**src/design/desc_pkg.sv**
```systemverilog
// Descriptor field layout, register map and engine states for the descriptor engine.
// Assumes a single 20 MHz clock domain and AXI4-Lite register access.
package desc_pkg;

  ////////////////////////////////////////////////////////////////////////////////
  // Register byte offsets
  localparam logic [7:0] DW0_LO_OFFSET = 8'h00;
  localparam logic [7:0] DW0_HI_OFFSET = 8'h04;
  localparam logic [7:0] DW1_HI_OFFSET = 8'h08;
  localparam logic [7:0] DW2_LO_OFFSET = 8'h0C;
  localparam logic [7:0] STATUS_OFFSET = 8'h10;

  // Writable bit masks; reserved bits stay zero
  localparam logic [31:0] DW0_LO_MASK = 32'hFFFF_FFF9;
  localparam logic [31:0] DW0_HI_MASK = 32'h03F8_7FFF;
  localparam logic [31:0] DW1_HI_MASK = 32'h0000_7FFF;
  localparam logic [31:0] DW2_LO_MASK = 32'h1EFF_FF00;
  localparam logic [31:0] RESET_WORD  = 32'h0000_0000;

  ////////////////////////////////////////////////////////////////////////////////
  // First double word, low half
  localparam int EP0_BIT      = 31;
  localparam int MULT_LSB     = 29;
  localparam int MAXPKT_LSB   = 18;
  localparam int BYTECNT_LSB  = 3;
  localparam int VALID_BIT    = 0;
  // First double word, high half (bit 32 maps to 0)
  localparam int DONE_LSB     = 0;
  localparam int NAK_RETRY_COUNTER_LSB   = 19;
  localparam int CERR_LSB     = 23;
  localparam int TOGGLE_BIT   = 25;
  // Second double word, high half
  localparam int EPHI_LSB     = 0;
  localparam int DEVADDR_LSB  = 3;
  localparam int TOKEN_LSB    = 10;
  localparam int EPTYPE_LSB   = 12;
  localparam int SPLIT_BIT    = 14;
  // Third double word, low half
  localparam int POINTER_LSB  = 8;
  localparam int RELOAD_LSB   = 25;

  localparam logic [10:0] BULK_MAX_PACKET = 11'h200;
  localparam logic [16:0] RAM_CPU_BASE    = 17'h00400;
  localparam int          RAM_WORD_SHIFT  = 3;

  // Token encodings
  localparam logic [1:0] TOKEN_OUT   = 2'h0;
  localparam logic [1:0] TOKEN_IN    = 2'h1;
  localparam logic [1:0] TOKEN_SETUP = 2'h2;
  localparam logic [1:0] TOKEN_PING  = 2'h3;

  // Link results
  localparam logic [1:0] RES_ACK   = 2'h0;
  localparam logic [1:0] RES_NAK   = 2'h1;
  localparam logic [1:0] RES_ERR   = 2'h2;
  localparam logic [1:0] RES_FATAL = 2'h3;

  ////////////////////////////////////////////////////////////////////////////////
  // Isochronous descriptor layout: eight double words, bit positions within each
  localparam int ISO_DWORDS        = 8;
  localparam int ISO_POINTER_LSB   = 8;
  localparam int ISO_POINTER_W     = 16;
  localparam int ISO_UFRAME_LSB    = 0;
  localparam int ISO_ACTIVE_LSB    = 0;
  localparam int ISO_STATUS_LSB    = 8;
  localparam int ISO_STATUS_W      = 3;
  localparam int ISO_IN_COUNT_W    = 12;

  typedef enum logic [1:0] {ST_IDLE, ST_ISSUE, ST_WAIT} engine_state_t;

endpackage

```
**src/design/desc_field_decode.sv**
```systemverilog
// Combinational decode of the stored descriptor words into execution fields.
// Assumes the words come straight from the register file.
`timescale 1ns/100ps
module desc_field_decode
(
  input  wire logic [31:0] dw0_lo,
  input  wire logic [31:0] dw0_hi,
  input  wire logic [31:0] dw1_hi,
  input  wire logic [31:0] dw2_lo,
  output logic      [3:0]  endpoint_number,
  output logic      [1:0]  packet_budget,
  output logic      [10:0] max_packet_bytes,
  output logic      [14:0] transfer_byte_count,
  output logic      [14:0] bytes_left,
  output logic      [16:0] payload_cpu_addr
);
  import desc_pkg::*;

  logic [10:0] raw_max;
  logic [15:0] payload_ram_pointer;
  logic [14:0] done;

  always_comb
  begin
    endpoint_number     = {dw1_hi[EPHI_LSB +: 3], dw0_lo[EP0_BIT]};
    // Undefined multiplier treated as one packet
    packet_budget       = (dw0_lo[MULT_LSB +: 2] == 2'h0) ? 2'h1 : dw0_lo[MULT_LSB +: 2];
    raw_max             = dw0_lo[MAXPKT_LSB +: 11];
    max_packet_bytes    = (raw_max > BULK_MAX_PACKET) ? BULK_MAX_PACKET : raw_max;
    transfer_byte_count = dw0_lo[BYTECNT_LSB +: 15];
    done                = dw0_hi[DONE_LSB +: 15];
    bytes_left          = (done >= transfer_byte_count) ? 15'h0000 : transfer_byte_count - done;
    // Pointer is sixteen bits wide in both descriptor kinds
    payload_ram_pointer = dw2_lo[POINTER_LSB +: ISO_POINTER_W];
    payload_cpu_addr    = RAM_CPU_BASE + {payload_ram_pointer, 1'b0} * 17'h00004;
  end

endmodule

```
**src/design/usb_host_descriptor_decode.sv**
```systemverilog
// Descriptor engine: register file over AXI4-Lite plus packet issue and result handling.
// Assumes a link engine that takes packet requests and returns one result per packet.
`timescale 1ns/100ps
module usb_host_descriptor_decode
(
  input  wire logic        clock,
  input  wire logic        arst_n,
  input  wire logic [7:0]  s_axi_awaddr,
  input  wire logic        s_axi_awvalid,
  output logic             s_axi_awready,
  input  wire logic [31:0] s_axi_wdata,
  input  wire logic [3:0]  s_axi_wstrb,
  input  wire logic        s_axi_wvalid,
  output logic             s_axi_wready,
  output logic [1:0]       s_axi_bresp,
  output logic             s_axi_bvalid,
  input  wire logic        s_axi_bready,
  input  wire logic [7:0]  s_axi_araddr,
  input  wire logic        s_axi_arvalid,
  output logic             s_axi_arready,
  output logic [31:0]      s_axi_rdata,
  output logic [1:0]       s_axi_rresp,
  output logic             s_axi_rvalid,
  input  wire logic        s_axi_rready,
  output logic             pkt_valid,
  input  wire logic        pkt_ready,
  output logic [1:0]       pkt_token,
  output logic [3:0]       pkt_endpoint,
  output logic [6:0]       pkt_device,
  output logic [10:0]      pkt_length,
  output logic [16:0]      pkt_cpu_addr,
  output logic             pkt_toggle,
  input  wire logic        res_valid,
  input  wire logic [1:0]  res_code,
  input  wire logic [10:0] res_bytes
);
  import desc_pkg::*;

  typedef struct packed {
    engine_state_t state;
    logic          aw_got;
    logic [7:0]    aw_addr;
    logic          w_got;
    logic [31:0]   w_data;
    logic [3:0]    w_strb;
    logic          bvalid;
    logic          bslverr;
    logic          rvalid;
    logic          rslverr;
    logic [31:0]   rdata;
    logic [31:0]   dw0_lo;
    logic [31:0]   dw0_hi;
    logic [31:0]   dw1_hi;
    logic [31:0]   dw2_lo;
    logic [1:0]    burst_left;
    logic          fatal;
    logic [7:0]    pkt_count;
  } state_t;

  state_t st_reg;
  state_t st_next;

  logic [3:0]  endpoint_number;
  logic [1:0]  packet_budget;
  logic [10:0] max_packet_bytes;
  logic [14:0] transfer_byte_count;
  logic [14:0] bytes_left;
  logic [16:0] payload_cpu_addr;

  desc_field_decode u_decode
  (
    .dw0_lo              (st_reg.dw0_lo),
    .dw0_hi              (st_reg.dw0_hi),
    .dw1_hi              (st_reg.dw1_hi),
    .dw2_lo              (st_reg.dw2_lo),
    .endpoint_number     (endpoint_number),
    .packet_budget       (packet_budget),
    .max_packet_bytes    (max_packet_bytes),
    .transfer_byte_count (transfer_byte_count),
    .bytes_left          (bytes_left),
    .payload_cpu_addr    (payload_cpu_addr)
  );

  function automatic logic [31:0] merge(input logic [31:0] old, input logic [31:0] data,
                                        input logic [3:0] strb, input logic [31:0] mask);
    logic [31:0] res;
    res = old;
    for (int i = 0; i < 4; i++)
    begin
      if (strb[i])
      begin
        res[i*8 +: 8] = data[i*8 +: 8];
      end
    end
    return res & mask;
  endfunction

  ////////////////////////////////////////////////////////////////////////////////
  // Outputs
  assign s_axi_awready = !st_reg.aw_got;
  assign s_axi_wready  = !st_reg.w_got;
  assign s_axi_bvalid  = st_reg.bvalid;
  assign s_axi_bresp   = st_reg.bslverr ? 2'h2 : 2'h0;
  assign s_axi_arready = !st_reg.rvalid;
  assign s_axi_rvalid  = st_reg.rvalid;
  assign s_axi_rdata   = st_reg.rdata;
  assign s_axi_rresp   = st_reg.rslverr ? 2'h2 : 2'h0;

  assign pkt_valid    = (st_reg.state == ST_ISSUE);
  assign pkt_token    = st_reg.dw1_hi[TOKEN_LSB +: 2];
  assign pkt_endpoint = endpoint_number;
  assign pkt_device   = st_reg.dw1_hi[DEVADDR_LSB +: 7];
  assign pkt_length   = ({4'h0, max_packet_bytes} < bytes_left) ? max_packet_bytes
                                                                : bytes_left[10:0];
  assign pkt_cpu_addr = payload_cpu_addr
                      + {2'b00, st_reg.dw0_hi[DONE_LSB +: 15]};
  assign pkt_toggle   = st_reg.dw0_hi[TOGGLE_BIT];

  ////////////////////////////////////////////////////////////////////////////////
  // Next state
  always_comb
  begin
    logic [3:0]  nak_cnt;
    logic [3:0]  reload;
    logic [1:0]  cerr;
    logic [14:0] new_done;
    logic [31:0] word;
    nak_cnt  = st_reg.dw0_hi[NAK_RETRY_COUNTER_LSB +: 4];
    reload   = st_reg.dw2_lo[RELOAD_LSB +: 4];
    cerr     = st_reg.dw0_hi[CERR_LSB +: 2];
    new_done = st_reg.dw0_hi[DONE_LSB +: 15] + {4'h0, res_bytes};
    word     = 32'h0000_0000;
    st_next  = st_reg;

    // Register write channel
    if (s_axi_awvalid && !st_reg.aw_got)
    begin
      st_next.aw_got  = 1'b1;
      st_next.aw_addr = s_axi_awaddr;
    end
    if (s_axi_wvalid && !st_reg.w_got)
    begin
      st_next.w_got  = 1'b1;
      st_next.w_data = s_axi_wdata;
      st_next.w_strb = s_axi_wstrb;
    end
    if (st_reg.bvalid && s_axi_bready)
    begin
      st_next.bvalid = 1'b0;
    end

    // Read channel
    if (st_reg.rvalid && s_axi_rready)
    begin
      st_next.rvalid = 1'b0;
    end
    if (s_axi_arvalid && !st_reg.rvalid)
    begin
      st_next.rvalid  = 1'b1;
      st_next.rslverr = 1'b0;
      if (s_axi_araddr == DW0_LO_OFFSET)
        st_next.rdata = st_reg.dw0_lo;
      else if (s_axi_araddr == DW0_HI_OFFSET)
        st_next.rdata = st_reg.dw0_hi;
      else if (s_axi_araddr == DW1_HI_OFFSET)
        st_next.rdata = st_reg.dw1_hi;
      else if (s_axi_araddr == DW2_LO_OFFSET)
        st_next.rdata = st_reg.dw2_lo;
      else if (s_axi_araddr == STATUS_OFFSET)
        st_next.rdata = {22'h0, st_reg.pkt_count, st_reg.fatal, (st_reg.state != ST_IDLE)};
      else
      begin
        st_next.rdata   = 32'h0000_0000;
        st_next.rslverr = 1'b1;
      end
    end

    ////////////////////////////////////////////////////////////////////////////////
    // Execution engine
    case (st_reg.state)
      ST_IDLE:
      begin
        if (st_reg.dw0_lo[VALID_BIT])
        begin
          if (bytes_left == 15'h0000)
          begin
            st_next.dw0_lo[VALID_BIT] = 1'b0;
          end
          else
          begin
            st_next.burst_left = packet_budget;
            st_next.fatal      = 1'b0;
            st_next.state      = ST_ISSUE;
          end
        end
      end
      ST_ISSUE:
      begin
        if (pkt_ready)
        begin
          st_next.pkt_count = st_reg.pkt_count + 8'h01;
          st_next.state     = ST_WAIT;
        end
      end
      ST_WAIT:
      begin
        if (res_valid)
        begin
          st_next.state = ST_IDLE;
          if (res_code == RES_ACK)
          begin
            st_next.dw0_hi[DONE_LSB +: 15] = new_done;
            st_next.dw0_hi[NAK_RETRY_COUNTER_LSB +: 4] = reload;
            st_next.dw0_hi[TOGGLE_BIT]     = !st_reg.dw0_hi[TOGGLE_BIT];
            if (new_done >= transfer_byte_count || res_bytes < max_packet_bytes)
              st_next.dw0_lo[VALID_BIT] = 1'b0;
            else if (st_reg.burst_left > 2'h1)
            begin
              st_next.burst_left = st_reg.burst_left - 2'h1;
              st_next.state      = ST_ISSUE;
            end
          end
          else if (res_code == RES_NAK)
          begin
            // A zero reload disables the NAK limit entirely
            if (reload != 4'h0)
            begin
              st_next.dw0_hi[NAK_RETRY_COUNTER_LSB +: 4] = nak_cnt - 4'h1;
              if (nak_cnt <= 4'h1)
                st_next.dw0_lo[VALID_BIT] = 1'b0;
            end
          end
          else if (res_code == RES_ERR && cerr != 2'h0)
          begin
            st_next.dw0_hi[CERR_LSB +: 2] = cerr - 2'h1;
            st_next.state                 = ST_ISSUE;
          end
          else
          begin
            st_next.fatal             = 1'b1;
            st_next.dw0_lo[VALID_BIT] = 1'b0;
          end
        end
      end
      default:
      begin
        st_next.state = ST_IDLE;
      end
    endcase

    // Software write last, so a write landing with a hardware update wins
    if (st_reg.aw_got && st_reg.w_got && !st_reg.bvalid)
    begin
      st_next.aw_got  = 1'b0;
      st_next.w_got   = 1'b0;
      st_next.bvalid  = 1'b1;
      st_next.bslverr = 1'b0;
      if (st_reg.aw_addr == DW0_LO_OFFSET)
        st_next.dw0_lo = merge(st_reg.dw0_lo, st_reg.w_data, st_reg.w_strb, DW0_LO_MASK);
      else if (st_reg.aw_addr == DW0_HI_OFFSET)
        st_next.dw0_hi = merge(st_reg.dw0_hi, st_reg.w_data, st_reg.w_strb, DW0_HI_MASK);
      else if (st_reg.aw_addr == DW1_HI_OFFSET)
      begin
        word = merge(st_reg.dw1_hi, st_reg.w_data, st_reg.w_strb, DW1_HI_MASK);
        // PING belongs to the controller; software cannot select it
        if (word[TOKEN_LSB +: 2] == TOKEN_PING)
          word[TOKEN_LSB +: 2] = st_reg.dw1_hi[TOKEN_LSB +: 2];
        st_next.dw1_hi = word;
      end
      else if (st_reg.aw_addr == DW2_LO_OFFSET)
        st_next.dw2_lo = merge(st_reg.dw2_lo, st_reg.w_data, st_reg.w_strb, DW2_LO_MASK);
      else if (st_reg.aw_addr != STATUS_OFFSET)
        st_next.bslverr = 1'b1;
    end
  end

  always_ff @(posedge clock or negedge arst_n)
  begin
    if (!arst_n)
    begin
      st_reg <= '{state: ST_IDLE, default: '0};
    end
    else
    begin
      st_reg <= st_next;
    end
  end

endmodule

```
**config.mk**
```make
export PLATFORM = sky130hd
export DESIGN_NAME = usb_host_descriptor_decode
export DESIGN_NICKNAME = d
export VERILOG_FILES = /design/src/design/desc_pkg.sv /design/src/design/desc_field_decode.sv /design/src/design/usb_host_descriptor_decode.sv
export SDC_FILE = /design/constraint.sdc
export NUM_CORES = 1
export LEC_CHECK = 0
export BUFFER_PORTS_ARGS = -buffer_cell sky130_fd_sc_hd__buf_2
export CAP_MARGIN = 30
export CORE_MARGIN = 10
export CORE_UTILIZATION = 50
export CTS_CLUSTER_SIZE = 16
export DETAILED_ROUTE_END_ITERATION = 16
export PLACE_DENSITY = 0.82
export SLEW_MARGIN = 10
export SYNTH_ARGS = -nofsm -noshare
export SYNTH_HDL_FRONTEND = slang
export SYNTH_HIERARCHICAL = 1
export SYNTH_SLANG_ARGS = --single-unit
export TNS_END_PERCENT = 1
```
**constraint.sdc**
```tcl
create_clock -name clock -period 6.7 [get_ports clock]
set_input_delay 0.67 -clock clock [delete_from_list [all_inputs] [get_ports clock]]
set_output_delay 0.67 -clock clock [all_outputs]
set_load 0.05 [all_outputs]
```
==> out/metrics.yaml <==
cells_and_area:
  fin_nets: 1468
  mostFrequentLayoutCells: "dfrtp_1, buf_2, nand2_1, mux2_2, inv_1"
  largest_register_ffs: 138
  drive_above_1_share_pct: 25.9
  area_delta_synth_final_pct: 9.70
  mostFrequentLayoutCell: "dfrtp_1"
  fillers: 2035
  regArea_sq_mm: 0.00455
  multiInputGateArea_sq_mm: 0.00641
die:
  die_w_um: 175
  core_sq_mm: 0.0235
  std_cell_rows: 56
  initial_core_util_pct: 51.1
  die_h_um: 175
  die_area_sq_mm: 0.0307
  top_level_ports: 158
yosys:
  synth_top_cell_area_share_pct: 37.9
  synth-adder-area-share_pct: 9.03
  yosysUniqueCellTypes: 88
  syn_inst: 1243
  yosysTopAreaCell: "dfrtp_1"
  synth_ff_type: "dfrtp_1"
  yosys.area_share.simple_pct: 13.5
  async_reset_ff_share_pct: 100
  synth_area_sq_mm: 0.0120
  yosys_warnings: 6
  seq_area_frac_synth_pct: 37.9
  ys_ff_latch: 182
  synth_compound_area_share_pct: 14.5
  synthTopCellsByArea: "dfrtp_1, mux2_2, ha_1"
  synthMuxAreaShare_pct: 12.3
  avgSynthCellArea_sq_um: 9.68
  synth_top_family_by_area: "compound AO/OA/AOI/OAI gates"
  synth_edf_count: 0
  synthXorXnorAreaFrac_pct: 3.57
clocking:
  cts_hold_buf: 0
  clkTransAtPathRegs_ns: 0.07
  htreeDepth: 4
  clockBufferDepth: 2
  cts_resized: 0
  clk_latency_ns: 0.45
  cts_tree: "yes"
  cts-root-buf: "clkbuf_16"
  cts_buffers: 17
  cts_setup_buffers: 0
  clock-sinks: 182
setup_path:
  cp-start-kind: "register"
  reg2regPathDepth: 18
  rrSetupSlack_ns: 2.30
  worstSetupStartpoint: "st_reg[87]$_DFFE_PN0P_"
  end_kind: "output port"
  r2r_end: "st_reg[9]$_DFFE_PN0P_"
  timing_worst_setup_path_type: "register to output port"
  rr_startpoint: "st_reg[75]$_DFFE_PN0P_"
  cp_data_required_time_ns: 6.03
  critPathMaxFanout: 13
  crit_arrival_ns: 4.86
timing:
  min_period_ns: 5.53
  tightest_slew_ns: 0.851
  rsz0062_at_grt: "no"
  fmaxAchievable_ghz: 0.181
  tns_ns: 0
  fin_skew_ns: 0.0116
  slew_headroom_pct: 43.3
  finalHoldViolations: 0
  slew_viol_final: 0
  setup-violations-final: 0
  fin_crit_sh_pct: 82.6
place:
  numPortBuffers: 155
  routabilityCongestion: 0.911
  hpwlAfterDp_um: 27000
global_routing:
  grtUsageTotal_pct: 22.1
  gr-total-overflow: 0
  grt_max_degree: 89
  grt_pass1_wl_um: 54200
  antenna_found_initial: 3
  first_global_vias: 9885
pwr:
  power.density_mw_per_mm2: 406
  max-vdd-ir-drop_uv: 209
  total_power_mw: 5.35
  leakagePower_nw: 6.26
drt:
  ant_nets: 0
  viasPerCell: 5.89
  vias: 9665
  drt_iter0_drc: 699
  post_drt_wl_per_cell_um: 20.7
  firstDrtPassIters: 5
  drc: 0
  drt_wl_total_um: 34000
min_path:
  hold_path.class: "input port to async pin"
run_status:
  outcome: "finished clean"
run:
  maxCapViolations: 0
worst max-delay path: stages, from the launching register on:
cell      delay (ns)
dfrtp_1         0.57
inv_1           0.08
ha_1            0.41
a21oi_4         0.22
o21bai_1        0.10
a21oi_2         0.23
nand2_1         0.09
o21ai_2         0.59
nor2_2          0.07
inv_1           0.12
ha_1            0.23
a21o_1          0.15
a21o_1          0.17
a21o_1          0.17
a21o_1          0.17
a211oi_1        0.28
nor3b_2         0.10
buf_4           0.20
mux2i_1         0.17
buf_2           0.29
through the flow:
stage | cells | instance area [sq um] | setup slack [ns] | util, % | hold WS [ns]
6_report | 1642 | 13200 | 1.17 | 56.1 | 0.0919
5_1_grt | 1641 | 13200 | 0.790 | 56.0 | 0.105
4_1_cts | 1640 | 13200 | 1.03 | 56.0 | 0.0860
3_5_place_dp | 1608 | 12600 | 1.53 | 53.3 | 0.463
3_3_place_gp | 1605 | 12500 | 1.64 | 53.0 | 0.450
2_1_floorplan | 1247 | 12000 | 2.01 | - | 0.374
cells by family (layout without fill, tap and decap cells):
kind of cell | after synthesis | after routing
AO/OA/AOI/OAI | 259 | 259
XOR/XNOR | 49 | 49
adder cells (fa/ha/maj) | 85 | 85
buffers and inverters | 203 | 278
flip-flops | 182 | 182
multiplexers | 135 | 135
other | 2 | 7
AND/OR/NAND/NOR | 328 | 328
layout make-up:
type,count,area share (%)
sequential,182,34.5
antenna,1,0.0190
clock inverter,15,1.54
multi-input combinational,862,48.6
tap,319,3.02
clock buffer,17,3.22
inverter,84,2.39
timing repair buffer,162,6.72
cells in the mapped netlist, types with 3 or more instances:
master / count
nor2_2: 9
o21a_1: 10
nand3_1: 24
a22oi_1: 15
clkbuf_1: 22
xor2_1: 10
a21oi_2: 4
buf_2: 7
o22ai_1: 12
nor2b_1: 11
nor4_1: 6
nand2b_1: 10
and2_1: 13
o21ai_1: 6
o31ai_1: 10
nor3_1: 15
a211oi_1: 5
dfrtp_1: 182
and3_1: 5
o21bai_1: 7
nand4_1: 15
mux2i_1: 29
or3_1: 6
inv_1: 84
xnor2_1: 39
nand3b_1: 3
o211ai_1: 7
o21ai_0: 67
a21o_1: 14
buf_4: 82
mux2_2: 106
a21oi_1: 46
nand2_1: 107
nor2_1: 81
a221oi_1: 8
buf_1: 5
or2_2: 3
fa_1: 3
ha_1: 82
a31oi_1: 10
routing by layer:
layer | wire (um) | GRT usage [%] | vias up
li1 | - | - | 4445
met1 | 14100 | 27.8 | 4725
met2 | 16100 | 35.9 | 435
met3 | 2950 | 6.04 | 60
met4 | 876 | 7.74 | 0
met5 | 0 | 0 | -
worst max path at each step:
stage,end,slack [ns],depth (start not counted)
after floorplan,pkt_length[1],2.01,19
after global placement,pkt_length[0],1.64,18
after detailed placement,pkt_length[0],1.53,18
after CTS,pkt_length[0],1.03,18
after global routing,pkt_length[2],0.79,19
final,pkt_length[2],1.17,19
power by group:
| part | switching, mW | internal (mW) |
|---|---|---|
| combinational | 1.56 | 0.980 |
| sequential | 0.418 | 1.37 |
| clock | 0.509 | 0.511 |
| total | 2.49 | 2.86 |
No activity file was read; power rests on OpenSTA's default activity.
